--- src/hw/standby_release_pkg.sv ---
// Constants and types for the standby release configuration block
// Operation
// - External interrupts 0..B and key-wakeup inputs 0..7 may release deep stop, sleep and idle modes.
// - The real-time-clock and two-phase counter interrupts may release sleep mode only.
// - The first configuration register holds sources 0..3, one per byte, enable in bit 0, selector in bits 5:4.
// - Selector 00 is low level, 01 high level, 10 falling edge, 11 rising edge.
// - A source raises a release request only while its enable bit is 1.
// - After reset all enables are 0 and all selectors are 10.
// - The second configuration register holds sources 4..7 with the same layout and reset values.
package standby_release_pkg;
  localparam logic [31:0] CFG_A_ADDR     = 32'hFFFFEE10;
  localparam logic [31:0] CFG_B_ADDR     = 32'hFFFFEE14;
  localparam logic [31:0] CFG_C_ADDR     = 32'hFFFFEE18;
  localparam logic [31:0] STATUS_ADDR    = 32'hFFFFEE1C;
  localparam logic [31:0] MASK_ADDR      = 32'hFFFFEE20;
  localparam int          EN_BIT         = 0;
  localparam int          SEL_LO         = 4;
  localparam logic [7:0]  LANE_MASK      = 8'h31;
  localparam logic [7:0]  LANE_RESET     = 8'h20;
  localparam int          NUM_CFG        = 12;
  localparam int          NUM_SRC        = 22;
  localparam logic [21:0] SRC_RESET      = 22'h000000;
  localparam logic [1:0]  SEL_LOW        = 2'h0;
  localparam logic [1:0]  SEL_HIGH       = 2'h1;
  localparam logic [1:0]  SEL_FALL       = 2'h2;
  localparam logic [1:0]  SEL_RISE       = 2'h3;
  localparam logic [2:0]  MODE_STOP      = 3'h1;
  localparam logic [2:0]  MODE_SLEEP     = 3'h2;
  localparam logic [2:0]  MODE_IDLE      = 3'h4;

  typedef enum logic [2:0] {
    BUS_IDLE = 3'b001,
    BUS_ACK  = 3'b010,
    BUS_DONE = 3'b100
  } bus_state_t;
endpackage : standby_release_pkg

--- src/hw/release_cfg_if.sv ---
// Interface carrying per-source enable and selector settings
`timescale 1ns/1ps
`default_nettype none
interface release_cfg_if;
  logic [11:0] enable;
  logic [23:0] select;
  modport regs (output enable, output select);
  modport detect (input enable, input select);
endinterface : release_cfg_if
`default_nettype wire

--- src/hw/release_detect.sv ---
// Per-source active-state detector for configured release sources
`timescale 1ns/1ps
`default_nettype none
module release_detect
  import standby_release_pkg::*;
(
  // Clock and reset
  input  wire logic          clk_sys,
  input  wire logic          arst_n,
  input  wire logic          ce,
  // Configuration
  release_cfg_if.detect      cfg,
  // Sources and result
  input  wire logic [11:0]   src_in,
  output logic      [11:0]   hit
);
  logic [11:0] prev;
  logic [11:0] next_prev;

  function automatic logic active(input logic [1:0] sel, input logic now, input logic old);
    case (sel)
      SEL_LOW:  active = !now;
      SEL_HIGH: active = now;
      SEL_FALL: active = old && !now;
      default:  active = !old && now;
    endcase
  endfunction : active

  always_comb
  begin
    next_prev = ce ? src_in : prev;
  end

  always_ff @(posedge clk_sys or negedge arst_n)
  begin
    if (!arst_n)
      prev <= 12'h000;
    else
      prev <= next_prev;
  end

  genvar i;
  generate
    for (i = 0; i < 12; i++)
    begin : g_src
      // Edge selectors compare against last sampled level
      assign hit[i] = cfg.enable[i] && active(cfg.select[2*i +: 2], src_in[i], prev[i]);
    end
  endgenerate
endmodule : release_detect
`default_nettype wire

--- src/hw/standby_release_top.sv ---
// Standby release configuration registers, detection and request outputs
`timescale 1ns/1ps
`default_nettype none
module standby_release_top
  import standby_release_pkg::*;
(
  // Clock and reset
  input  wire logic        clk_sys,
  input  wire logic        arst_n,
  input  wire logic        ce,
  // Avalon-MM slave
  input  wire logic [31:0] address,
  input  wire logic        read,
  input  wire logic        write,
  input  wire logic [3:0]  byteenable,
  input  wire logic [31:0] writedata,
  output logic      [31:0] readdata,
  output logic             waitrequest,
  // Release sources
  input  wire logic [11:0] ext_int,
  input  wire logic [7:0]  key_wakeup_input,
  input  wire logic        rtc_interrupt,
  input  wire logic        two_phase_counter_interrupt,
  // Standby state and results
  input  wire logic [2:0]  standby_mode,
  output logic             release_req,
  output logic             irq
);
  release_cfg_if cfg_bus ();

  logic [7:0]  lane [NUM_CFG];
  logic [7:0]  next_lane [NUM_CFG];
  logic [21:0] src_en;
  logic [21:0] next_src_en;
  logic [21:0] status;
  logic [21:0] next_status;
  logic [21:0] mask;
  logic [21:0] next_mask;
  bus_state_t  state;
  bus_state_t  next_state;
  logic [31:0] next_readdata;
  logic        next_waitrequest;
  logic        next_release_req;
  logic        next_irq;
  logic [11:0] hit;
  logic [21:0] event_vec;
  logic        stop_or_idle;
  logic        sleep_mode;

  genvar g;
  generate
    for (g = 0; g < NUM_CFG; g++)
    begin : g_cfg
      assign cfg_bus.enable[g]         = lane[g][EN_BIT];
      assign cfg_bus.select[2*g +: 2]  = lane[g][SEL_LO +: 2];
    end
  endgenerate

  release_detect u_detect (
    .clk_sys (clk_sys),
    .arst_n  (arst_n),
    .ce      (ce),
    .cfg     (cfg_bus),
    .src_in  (ext_int),
    .hit     (hit)
  );

  assign event_vec = {two_phase_counter_interrupt, rtc_interrupt, key_wakeup_input, hit};
  assign stop_or_idle = (standby_mode == MODE_STOP) || (standby_mode == MODE_IDLE);
  assign sleep_mode   = (standby_mode == MODE_SLEEP);

  // Address decode for one register index
  function automatic logic [3:0] decode(input logic [31:0] a);
    if (a == CFG_A_ADDR)
      decode = 4'h1;
    else if (a == CFG_B_ADDR)
      decode = 4'h2;
    else if (a == CFG_C_ADDR)
      decode = 4'h3;
    else if (a == STATUS_ADDR)
      decode = 4'h4;
    else if (a == MASK_ADDR)
      decode = 4'h5;
    else
      decode = 4'h0;
  endfunction : decode

  always_comb
  begin
    logic [3:0] sel;
    logic [21:0] ev;
    sel              = decode(address);
    ev               = 22'h000000;
    next_lane        = lane;
    next_src_en      = src_en;
    next_mask        = mask;
    next_state       = state;
    next_readdata    = readdata;
    next_waitrequest = waitrequest;
    // Key and peripheral sources only need an enable bit
    ev[11:0]         = hit;
    ev[21:12]        = event_vec[21:12] & src_en[21:12];
    next_status      = status | ev;
    case (state)
      BUS_IDLE:
      begin
        if (read || write)
        begin
          next_state = BUS_ACK;
          next_readdata = 32'h00000000;
          if (read && sel >= 4'h1 && sel <= 4'h3)
          begin
            for (int b = 0; b < 4; b++)
              next_readdata[8*b +: 8] = lane[(sel - 4'h1) * 4 + b] & LANE_MASK;
          end
          else if (read && sel == 4'h4)
          begin
            next_readdata = {10'h000, status};
            // Read clears, but a same-cycle event survives
            next_status = ev;
          end
          else if (read && sel == 4'h5)
            next_readdata = {10'h000, mask};
          next_waitrequest = 1'b0;
        end
      end
      BUS_ACK:
      begin
        next_waitrequest = 1'b1;
        next_state = BUS_DONE;
        // Writes commit only on the edge the master sees waitrequest low
        if (write && sel >= 4'h1 && sel <= 4'h3)
        begin
          for (int b = 0; b < 4; b++)
            if (byteenable[b])
              next_lane[(sel - 4'h1) * 4 + b] = writedata[8*b +: 8] & LANE_MASK;
        end
        else if (write && sel == 4'h5)
          next_mask = writedata[21:0];
        else if (write && sel == 4'h4)
          next_src_en = writedata[21:0];
      end
      default:
        next_state = BUS_IDLE;
    endcase
    // Stop and idle accept only external and key sources
    next_release_req = (stop_or_idle && |status[19:0]) || (sleep_mode && |status);
    next_irq         = |(status & mask);
  end

  always_ff @(posedge clk_sys or negedge arst_n)
  begin
    if (!arst_n)
    begin
      for (int i = 0; i < NUM_CFG; i++)
        lane[i] <= LANE_RESET;
      src_en      <= SRC_RESET;
      status      <= SRC_RESET;
      mask        <= SRC_RESET;
      state       <= BUS_IDLE;
      readdata    <= 32'h00000000;
      waitrequest <= 1'b1;
      release_req <= 1'b0;
      irq         <= 1'b0;
    end
    else if (ce)
    begin
      lane        <= next_lane;
      src_en      <= next_src_en;
      status      <= next_status;
      mask        <= next_mask;
      state       <= next_state;
      readdata    <= next_readdata;
      waitrequest <= next_waitrequest;
      release_req <= next_release_req;
      irq         <= next_irq;
    end
  end
endmodule : standby_release_top
`default_nettype wire

--- config.mk ---
export PLATFORM = sky130hd
export DESIGN_NAME = standby_release_top
export DESIGN_NICKNAME = d
export VERILOG_FILES = /design/src/hw/standby_release_pkg.sv /design/src/hw/release_cfg_if.sv /design/src/hw/release_detect.sv /design/src/hw/standby_release_top.sv
export SDC_FILE = /design/constraint.sdc
export NUM_CORES = 1
export LEC_CHECK = 0
export ABC_CLOCK_PERIOD_IN_PS = 1910
export BUFFER_PORTS_ARGS = -buffer_cell sky130_fd_sc_hd__buf_2
export CAP_MARGIN = 20
export CORE_AREA = 4 4 128 130
export DETAILED_ROUTE_END_ITERATION = 10
export DIE_AREA = 0 0 132 134
export PLACE_DENSITY = 0.68
export SLEW_MARGIN = 25
export SYNTH_ARGS = -nofsm -noshare
export SYNTH_HDL_FRONTEND = slang
export SYNTH_SLANG_ARGS = --single-unit
--- constraint.sdc ---
create_clock -name clk_sys -period 1.91 [get_ports clk_sys]
set_input_delay 0.382 -clock clk_sys [delete_from_list [all_inputs] [get_ports clk_sys]]
set_output_delay 0.382 -clock clk_sys [all_outputs]
set_load 0.02 [all_outputs]
==> results of run 1 <==
[through the flow]
step                utilization [%]  setup WS, ns  hold WS [ns]
floorplan                         -         -1.28        0.0864
global placement               52.1         -1.40         0.411
detailed placement             52.1         -1.52         0.420
CTS                            61.6        -0.952         0.171
global route                   63.7         -1.09         0.182
finish                         63.7         -1.00         0.194
[flip-flops by register name, indices dropped and copies added, names as in the netlist]
| name | count |
|---|---|
| cfg_bus.enable | 12 |
| readdata | 25 |
| src_en | 10 |
| state | 3 |
| cfg_bus.select | 24 |
| irq | 1 |
| release_req | 1 |
| waitrequest | 1 |
| u_detect.prev | 12 |
| status | 22 |
| mask | 22 |
[cell usage after synthesis (2+ instances only)]
cell         n
a21o_1       2
a21oi_1     22
a221oi_1    10
a22oi_1     20
a31oi_1      7
a41oi_1      5
buf_2        8
buf_4        9
buf_6        2
clkbuf_1    12
dfrtp_1    119
dfstp_2     14
ha_1         6
inv_1        8
inv_2        2
mux2_1       4
mux2_2      76
mux2i_1     12
nand2_1     59
nand2b_1     4
nand3_1     20
nand4_1     15
nand4b_1     3
nor2_1       5
nor2b_1      8
nor3_1      10
nor4_1       6
nor4b_2      5
o2111ai_1    2
o211a_1     10
o211ai_1     4
o21a_1       4
o21ai_0     17
o2bb2ai_1    7
o31ai_1     13
o31ai_2      9
or3_1        2
xnor2_1     11
[cells in the final DEF (no fill, tap or decap), types with 13 or more instances in the layout]
| cell | n |
|---|---|
| dfrtp_1 | 119 |
| buf_2 | 116 |
| mux2_2 | 48 |
| buf_4 | 48 |
| nand2_1 | 46 |
| mux2_4 | 32 |
| nand3_1 | 20 |
| clkbuf_16 | 19 |
| buf_6 | 18 |
| nand4_1 | 15 |
| dfstp_2 | 14 |
| a22oi_2 | 13 |
[worst paths after layout]
check | depth (start not counted) | from | to | slack, ns
max | 12 | address[6] | src_en[18]$_DFFE_PN0P_ | -1.00
min | 2 | writedata[6] | mask[6]$_DFFE_PN0P_ | 0.19
max reg2reg | 8 | state[0]$_DFFE_PN1P_ | cfg_bus.enable[6]$_DFFE_PN0P_ | -0.20
min reg2reg | 2 | readdata[10]$_DFFE_PN0P_ | readdata[10]$_DFFE_PN0P_ | 0.49
max in group asynchronous | 3 | arst_n | cfg_bus.select[11]$_DFFE_PN1P_ | 0.71
min in group asynchronous | 2 | arst_n | u_detect.prev[6]$_DFFE_PN0P_ | 0.51
[critical path, cell delays in order]
cell and delay (ns):
buf_6 0.09, or4_4 0.54, nor3_4 0.16, nand2_2 0.09
or3_4 0.41, buf_4 0.15, buf_6 0.11, ha_4 0.16
buf_12 0.12, nor4b_4 0.43, buf_6 0.22, mux2_4 0.32
[cell families (layout without fill, tap and decap cells)]
| logic type | Yosys count | after routing | synth area share, % |
|---|---|---|---|
| buf+inv | 42 | 245 | 3.26 |
| xor+xnor | 12 | 12 | 1.59 |
| simple gates | 148 | 151 | 12.2 |
| other cells | 1 | 7 | 0.0566 |
| mux | 92 | 92 | 15.4 |
| fa+ha+maj | 6 | 6 | 1.13 |
| flops | 133 | 133 | 50.5 |
| compound gates | 140 | 140 | 15.9 |
[final cells by class]
cell class,count,area (um2)
clock buffer,21,450
clock inverter,11,85.1
fill,1086,5500
inverter,10,37.5
multi-input combinational,408,3870
sequential,133,3350
tap,188,235
timing repair buffer,203,1620
[layer usage]
metal | vias up | global-route usage, % | share of wire (%)
li1 | 2574 | - | -
met1 | 2969 | 31.2 | 39
met2 | 326 | 42.1 | 49
met3 | 83 | 7.73 | 8.6
met4 | 0 | 9.92 | 3.7
met5 | - | 0 | 0
[power by group through the flow]
stage	registers [mW]	clock network (mW)	logic, mW
finish	2.94	2.98	0.819
CTS	2.94	3.01	0.773
global placement	2.99	0	0.718
detailed placement	2.99	0	0.735
floorplan	3.02	0	0.289
global route	2.95	3.15	0.884
[repair_timing]
action | in CTS | in global routing
pin swaps | 27 | 29
gates cloned | 12 | 2
endpoints found under the hold margin | 34 | 0
hold buffers | 1 | 0
gates resized for setup | 123 | 43
setup buffers | 27 | 8
endpoints found under the setup margin | 115 | 115
==> qor.csv, run 1 <==
stage,metric,value,unit
status,outcome,"finished, violations left",
cells_and_area,finalNonFillerCells,974,
route,antenna_left,0,
timing,worst_slack,-1.00,ns
logic_synthesis,synth_flop_cell,dfrtp_1,
clock_network,cts.clk_slew.worst_paths,0.06,ns
critical_path,arrival,3.22,ns
floorplan,rows,45,
power,p_switching,1.73,mW
logic_synthesis,yosys-top-cells-area,"dfrtp_1 45%, mux2_2 13%, dfstp_2 5.5%",
global_routing,overflow,0,
timing,clock_skew,0.00902,ns
cells_and_area,diodes,0,
placement,port_buffers,118,
power,power.share.clock,44.2,%
timing,fin_setup_tns,-103.01,ns
route,post_drt_wl_per_cell,23.4,um
route,vias_per_cell,6.11,
timing,rsz0062_at_grt,yes,
timing,worst_pin_slew,0.618,ns
floorplan,core_region_area,15100,um2
route,finalWirelength,22.7,mm
global_routing,grt_util_all_layers,25.4,%
logic_synthesis,syn_area,6630,um2
cells_and_area,syn2layout_area_growth,45.4,%
critical_path,path_max_fanout,5,
logic_synthesis,synthDistinctLibCells,60,
hold_path,hp-class,input pin to register,
clock_network,cts.path.max_buffers,2,
power,seqPwrFrac,43.6,%
global_routing,grt_pass1_vias,6133,
logic_synthesis,synth_edf_count,0,
clock_network,cts_buffers,17,
route,drtIter0Drc,487,
timing,max_freq,343,MHz
critical_path,worstSetupEndpointType,register,
status,violations,negative setup slack,
power,internal-power,5.02,mW
logic_synthesis,synth_warnings,0,
logic_synthesis,ys_ff_latch,133,
floorplan,fp.dieH,134,um
timing,setup_viol,115,
logic_synthesis,synth_top_cell_by_area,dfrtp_1,
placement,placed_cells_incl_taps,900,
placement,gp_congestion,0.865,
power,power_frac_comb,12.1,%
power,ir_drop,0.560,mV
global_routing,antenna_found_initial,0,
floorplan,pin_count,133,
logic_synthesis,netlist_instances,574,
floorplan,die_area,17700,um2
power,fin_total_pwr,6.75,mW
clock_network,clock_latency,0.42,ns
floorplan,initial_core_util,43.8,%
timing,report.final.slew_viol_count,0,
power,p_sw_share,25.6,%
route,vias,5952,
critical_path,cp-start-kind,input pin,
clock_network,cts_tree,built,
cells_and_area,nets,877,
logic_synthesis,async_reset_ff_share,100,%
power,p_leak,4.41,nW
timing,period_needed,2.91,ns
clock_network,numClockSinks,133,
timing,finalCritPeriodShare,152,%
logic_synthesis,syn_area_per_cell,11.6,um2
global_routing,grt_max_degree,42,
floorplan,fp.dieW,132,um
route,drt_first_pass_iters,5,
critical_path,cp.required,2.21,ns
timing,relSlewSlack,58.8,%
route,drc,0,
cells_and_area,layout-drive-gt1-share,54.3,%
clock_network,htree_levels,4,
clock_network,cts-root-buf,clkbuf_16,
placement,postPlaceCellArea,7890,um2
job,cap_violations,0,
timing,hold_viol,0,
logic_synthesis,synth_top_area_share,44.9,%
placement,hpwl,14.1,mm
global_routing,grt_pass1_wl,34.7,mm
critical_path,critPathKind,input pin to register,
power,p_per_area,700,nW/um2
logic_synthesis,ys_seq_area_share,50.5,%
cells_and_area,final_area,9640,um2
Note: power is estimated with default switching activity, not from simulation.
==> inputs of run 2 (changes only) <==
==> constraint.sdc (replaced) <==
create_clock -name clk_sys -period 1.91 [get_ports clk_sys]
set_input_delay 0 -clock clk_sys [delete_from_list [all_inputs] [get_ports clk_sys]]
set_output_delay 0 -clock clk_sys [all_outputs]
set_load 0.02 [all_outputs]
==> run 2 against run 1 <==
Net effect: critical path depth stayed put; non-clock buffer count is 48 higher; first-iteration DRC count is 49% higher; via count is 6.0% higher; the run still ends with negative setup slack left.
==> qor.csv, run 2 (synthesis gave the netlist of run 1 again) <==
stage,metric,value,unit
clock_network,cts.path.max_buffers,2,
job,cap_violations,0,
timing,setup_viol,115,
hold_path,worstHoldStart,standby_mode[0],
timing,hold_viol,0,
timing,period_needed,2.53,ns
status,violations,negative setup slack,
hold_path,hold-path-cell-count,4,
floorplan,fp.dieH,134,um
timing,rsz0062_at_grt,yes,
cells_and_area,syn2layout_area_growth,50.7,%
critical_path,path_max_fanout,5,
power,power.share.clock,47.8,%
power,ir_drop,0.660,mV
clock_network,cts_buffers,17,
global_routing,antenna_found_initial,0,
power,internal-power,5.50,mW
cells_and_area,regMostFlops,readdata,
critical_path,r2r-start,state[0]$_DFFE_PN1P_,
power,power_frac_comb,11.6,%
critical_path,path_delay_family,simple AND/OR/NAND/NOR gates,
power,p_per_area,725,nW/um2
global_routing,grt_max_degree,48,
route,drtIter0Drc,727,
hold_path,hold-path-endpoint,release_req$_DFFE_PN0P_,
placement,port_buffers,118,
hold_path,hp-class,input pin to register,
cells_and_area,finalNonFillerCells,1023,
floorplan,rows,45,
cells_and_area,post-route-util,66.0,%
critical_path,slowest_delay,0.55,ns
clock_network,clock_latency,0.43,ns
route,finalWirelength,24.2,mm
placement,gp_congestion,0.866,
floorplan,pin_count,133,
global_routing,overflow,0,
critical_path,ff2ff_setup_slack,-0.26,ns
cells_and_area,layout_commonest_cell,dfrtp_1,
route,antenna_left,0,
global_routing,grt_util_all_layers,26.8,%
clock_network,htree_levels,4,
timing,clock_skew,0.0151,ns
timing,finalCritPeriodShare,132,%
critical_path,arrival,2.84,ns
clock_network,numClockSinks,133,
critical_path,worstSetupEndpointType,register,
cells_and_area,layout-drive-gt1-share,49.3,%
placement,placed_cells_incl_taps,893,
cells_and_area,largest_reg_flops,25,
floorplan,die_area,17700,um2
global_routing,grt_pass1_wl,36.8,mm
critical_path,worstPathCellList,buf_6 -> or4_4 -> nor3_4 -> nand2_2 -> or3_4 -> buf_4 -> buf_6 -> buf_6 -> ha_4 -> nor4b_4 -> buf_6 -> mux2_2,
cells_and_area,nets,926,
clock_network,cts-root-buf,clkbuf_16,
route,vias_per_cell,6.17,
status,outcome,"finished, violations left",
critical_path,cp.buffers_inverters,5,
floorplan,initial_core_util,43.8,%
cells_and_area,final_cell_mix,"119 x dfrtp_1, 116 x buf_2, 56 x dlygate4sd3_1",
floorplan,core_region_area,15100,um2
route,vias,6311,
timing,relSlewSlack,53.3,%
power,p_sw_share,24.1,%
cells_and_area,fillers,1054,
route,post_drt_wl_per_cell,23.6,um
timing,report.final.slew_viol_count,0,
floorplan,fp.dieW,132,um
critical_path,r2r-end,src_en[18]$_DFFE_PN0P_,
route,drc,0,
critical_path,critPathKind,input pin to register,
cells_and_area,diodes,0,
critical_path,critPathSlowestCell,or4_4,
critical_path,crit_top_cell,buf_6,
route,drt_first_pass_iters,6,
power,p_leak,4.61,nW
critical_path,cp.required,2.22,ns
clock_network,cts.clk_slew.worst_paths,0.06,ns
timing,worst_pin_slew,0.693,ns
critical_path,cp-start-kind,input pin,
critical_path,reg2reg_depth,7,
power,seqPwrFrac,40.6,%
timing,holdWs,0.0549,ns
clock_network,cts_tree,built,
timing,worst_slack,-0.618,ns
timing,max_freq,396,MHz
power,p_switching,1.74,mW
placement,hpwl,14.1,mm
global_routing,grt_pass1_vias,6556,
[run 2: through the flow]
step	power, mW	cell area [um2]	worst slack, ns	setup TNS [ns]
after detailed placement	3.69	7830	-1.07	-96.86
after floorplan	3.29	6780	-0.895	-68.18
after CTS	7.23	9780	-0.546	-45.41
after global routing	7.46	9990	-0.734	-70.53
after global placement	3.66	7830	-1.01	-92.12
final	7.24	9990	-0.618	-58.14
[run 2: power groups by stage]
stage	logic [mW]	registers [mW]	clock network [mW]
4_1_cts	0.809	2.94	3.48
2_1_floorplan	0.280	3.01	0
6_report	0.838	2.94	3.46
3_5_place_dp	0.699	2.99	0
5_1_grt	0.897	2.95	3.61
3_3_place_gp	0.671	2.98	0
[run 2: worst max-delay path by stage]
stage                                                 to  slack (ns)  cells past startpoint  startpoint
final                             src_en[18]$_DFFE_PN0P_       -0.62                     12  address[6]
after global routing      cfg_bus.select[14]$_DFFE_PN0P_       -0.73                     12  address[6]
after CTS                  cfg_bus.enable[0]$_DFFE_PN0P_       -0.55                     12  address[6]
after detailed placement   cfg_bus.enable[7]$_DFFE_PN0P_       -1.07                     12  address[6]
after global placement     cfg_bus.enable[7]$_DFFE_PN0P_       -1.01                     12  address[6]
after floorplan            cfg_bus.enable[7]$_DFFE_PN0P_       -0.90                     10  address[6]
[run 2: per-layer routing]
layer / up-vias / GRT usage, % / routed length, um
met1: 3076 / 32.2 / 8980
met5: - / 0 / 0
met2: 428 / 44.3 / 11500
met3: 129 / 7.73 / 2320
met4: 0 / 13.3 / 1360
li1: 2678 / - / -
[run 2: layout make-up]
| cell class | count | area (um2) | share of cell area (%) |
|---|---|---|---|
| Clock inverter | 11 | 155 | 1.55 |
| Tap cell | 188 | 235 | 2.35 |
| Clock buffer | 21 | 460 | 4.61 |
| Timing Repair Buffer | 251 | 2070 | 20.7 |
| Sequential cell | 133 | 3350 | 33.5 |
| Inverter | 10 | 37.5 | 0.376 |
| Multi-Input combinational cell | 409 | 3680 | 36.9 |
[run 2: timing repair]
action                                 in CTS  in global routing
buffers inserted                           25                  9
pin swaps                                  21                 21
gates resized for setup                   105                 29
cloned                                     11                  1
endpoints found under the hold margin     221                  0
hold buffers                               56                  0
setup endpoints to repair                 115                115
[run 2: tightest hold or removal path: cells and delay by family]
family | cells | cell delay [ns]
AOI/OAI and AO/OA | 2 | 0.26
buffers and inverters | 1 | 0.11
xor gates and xnor gates | 1 | 0.07
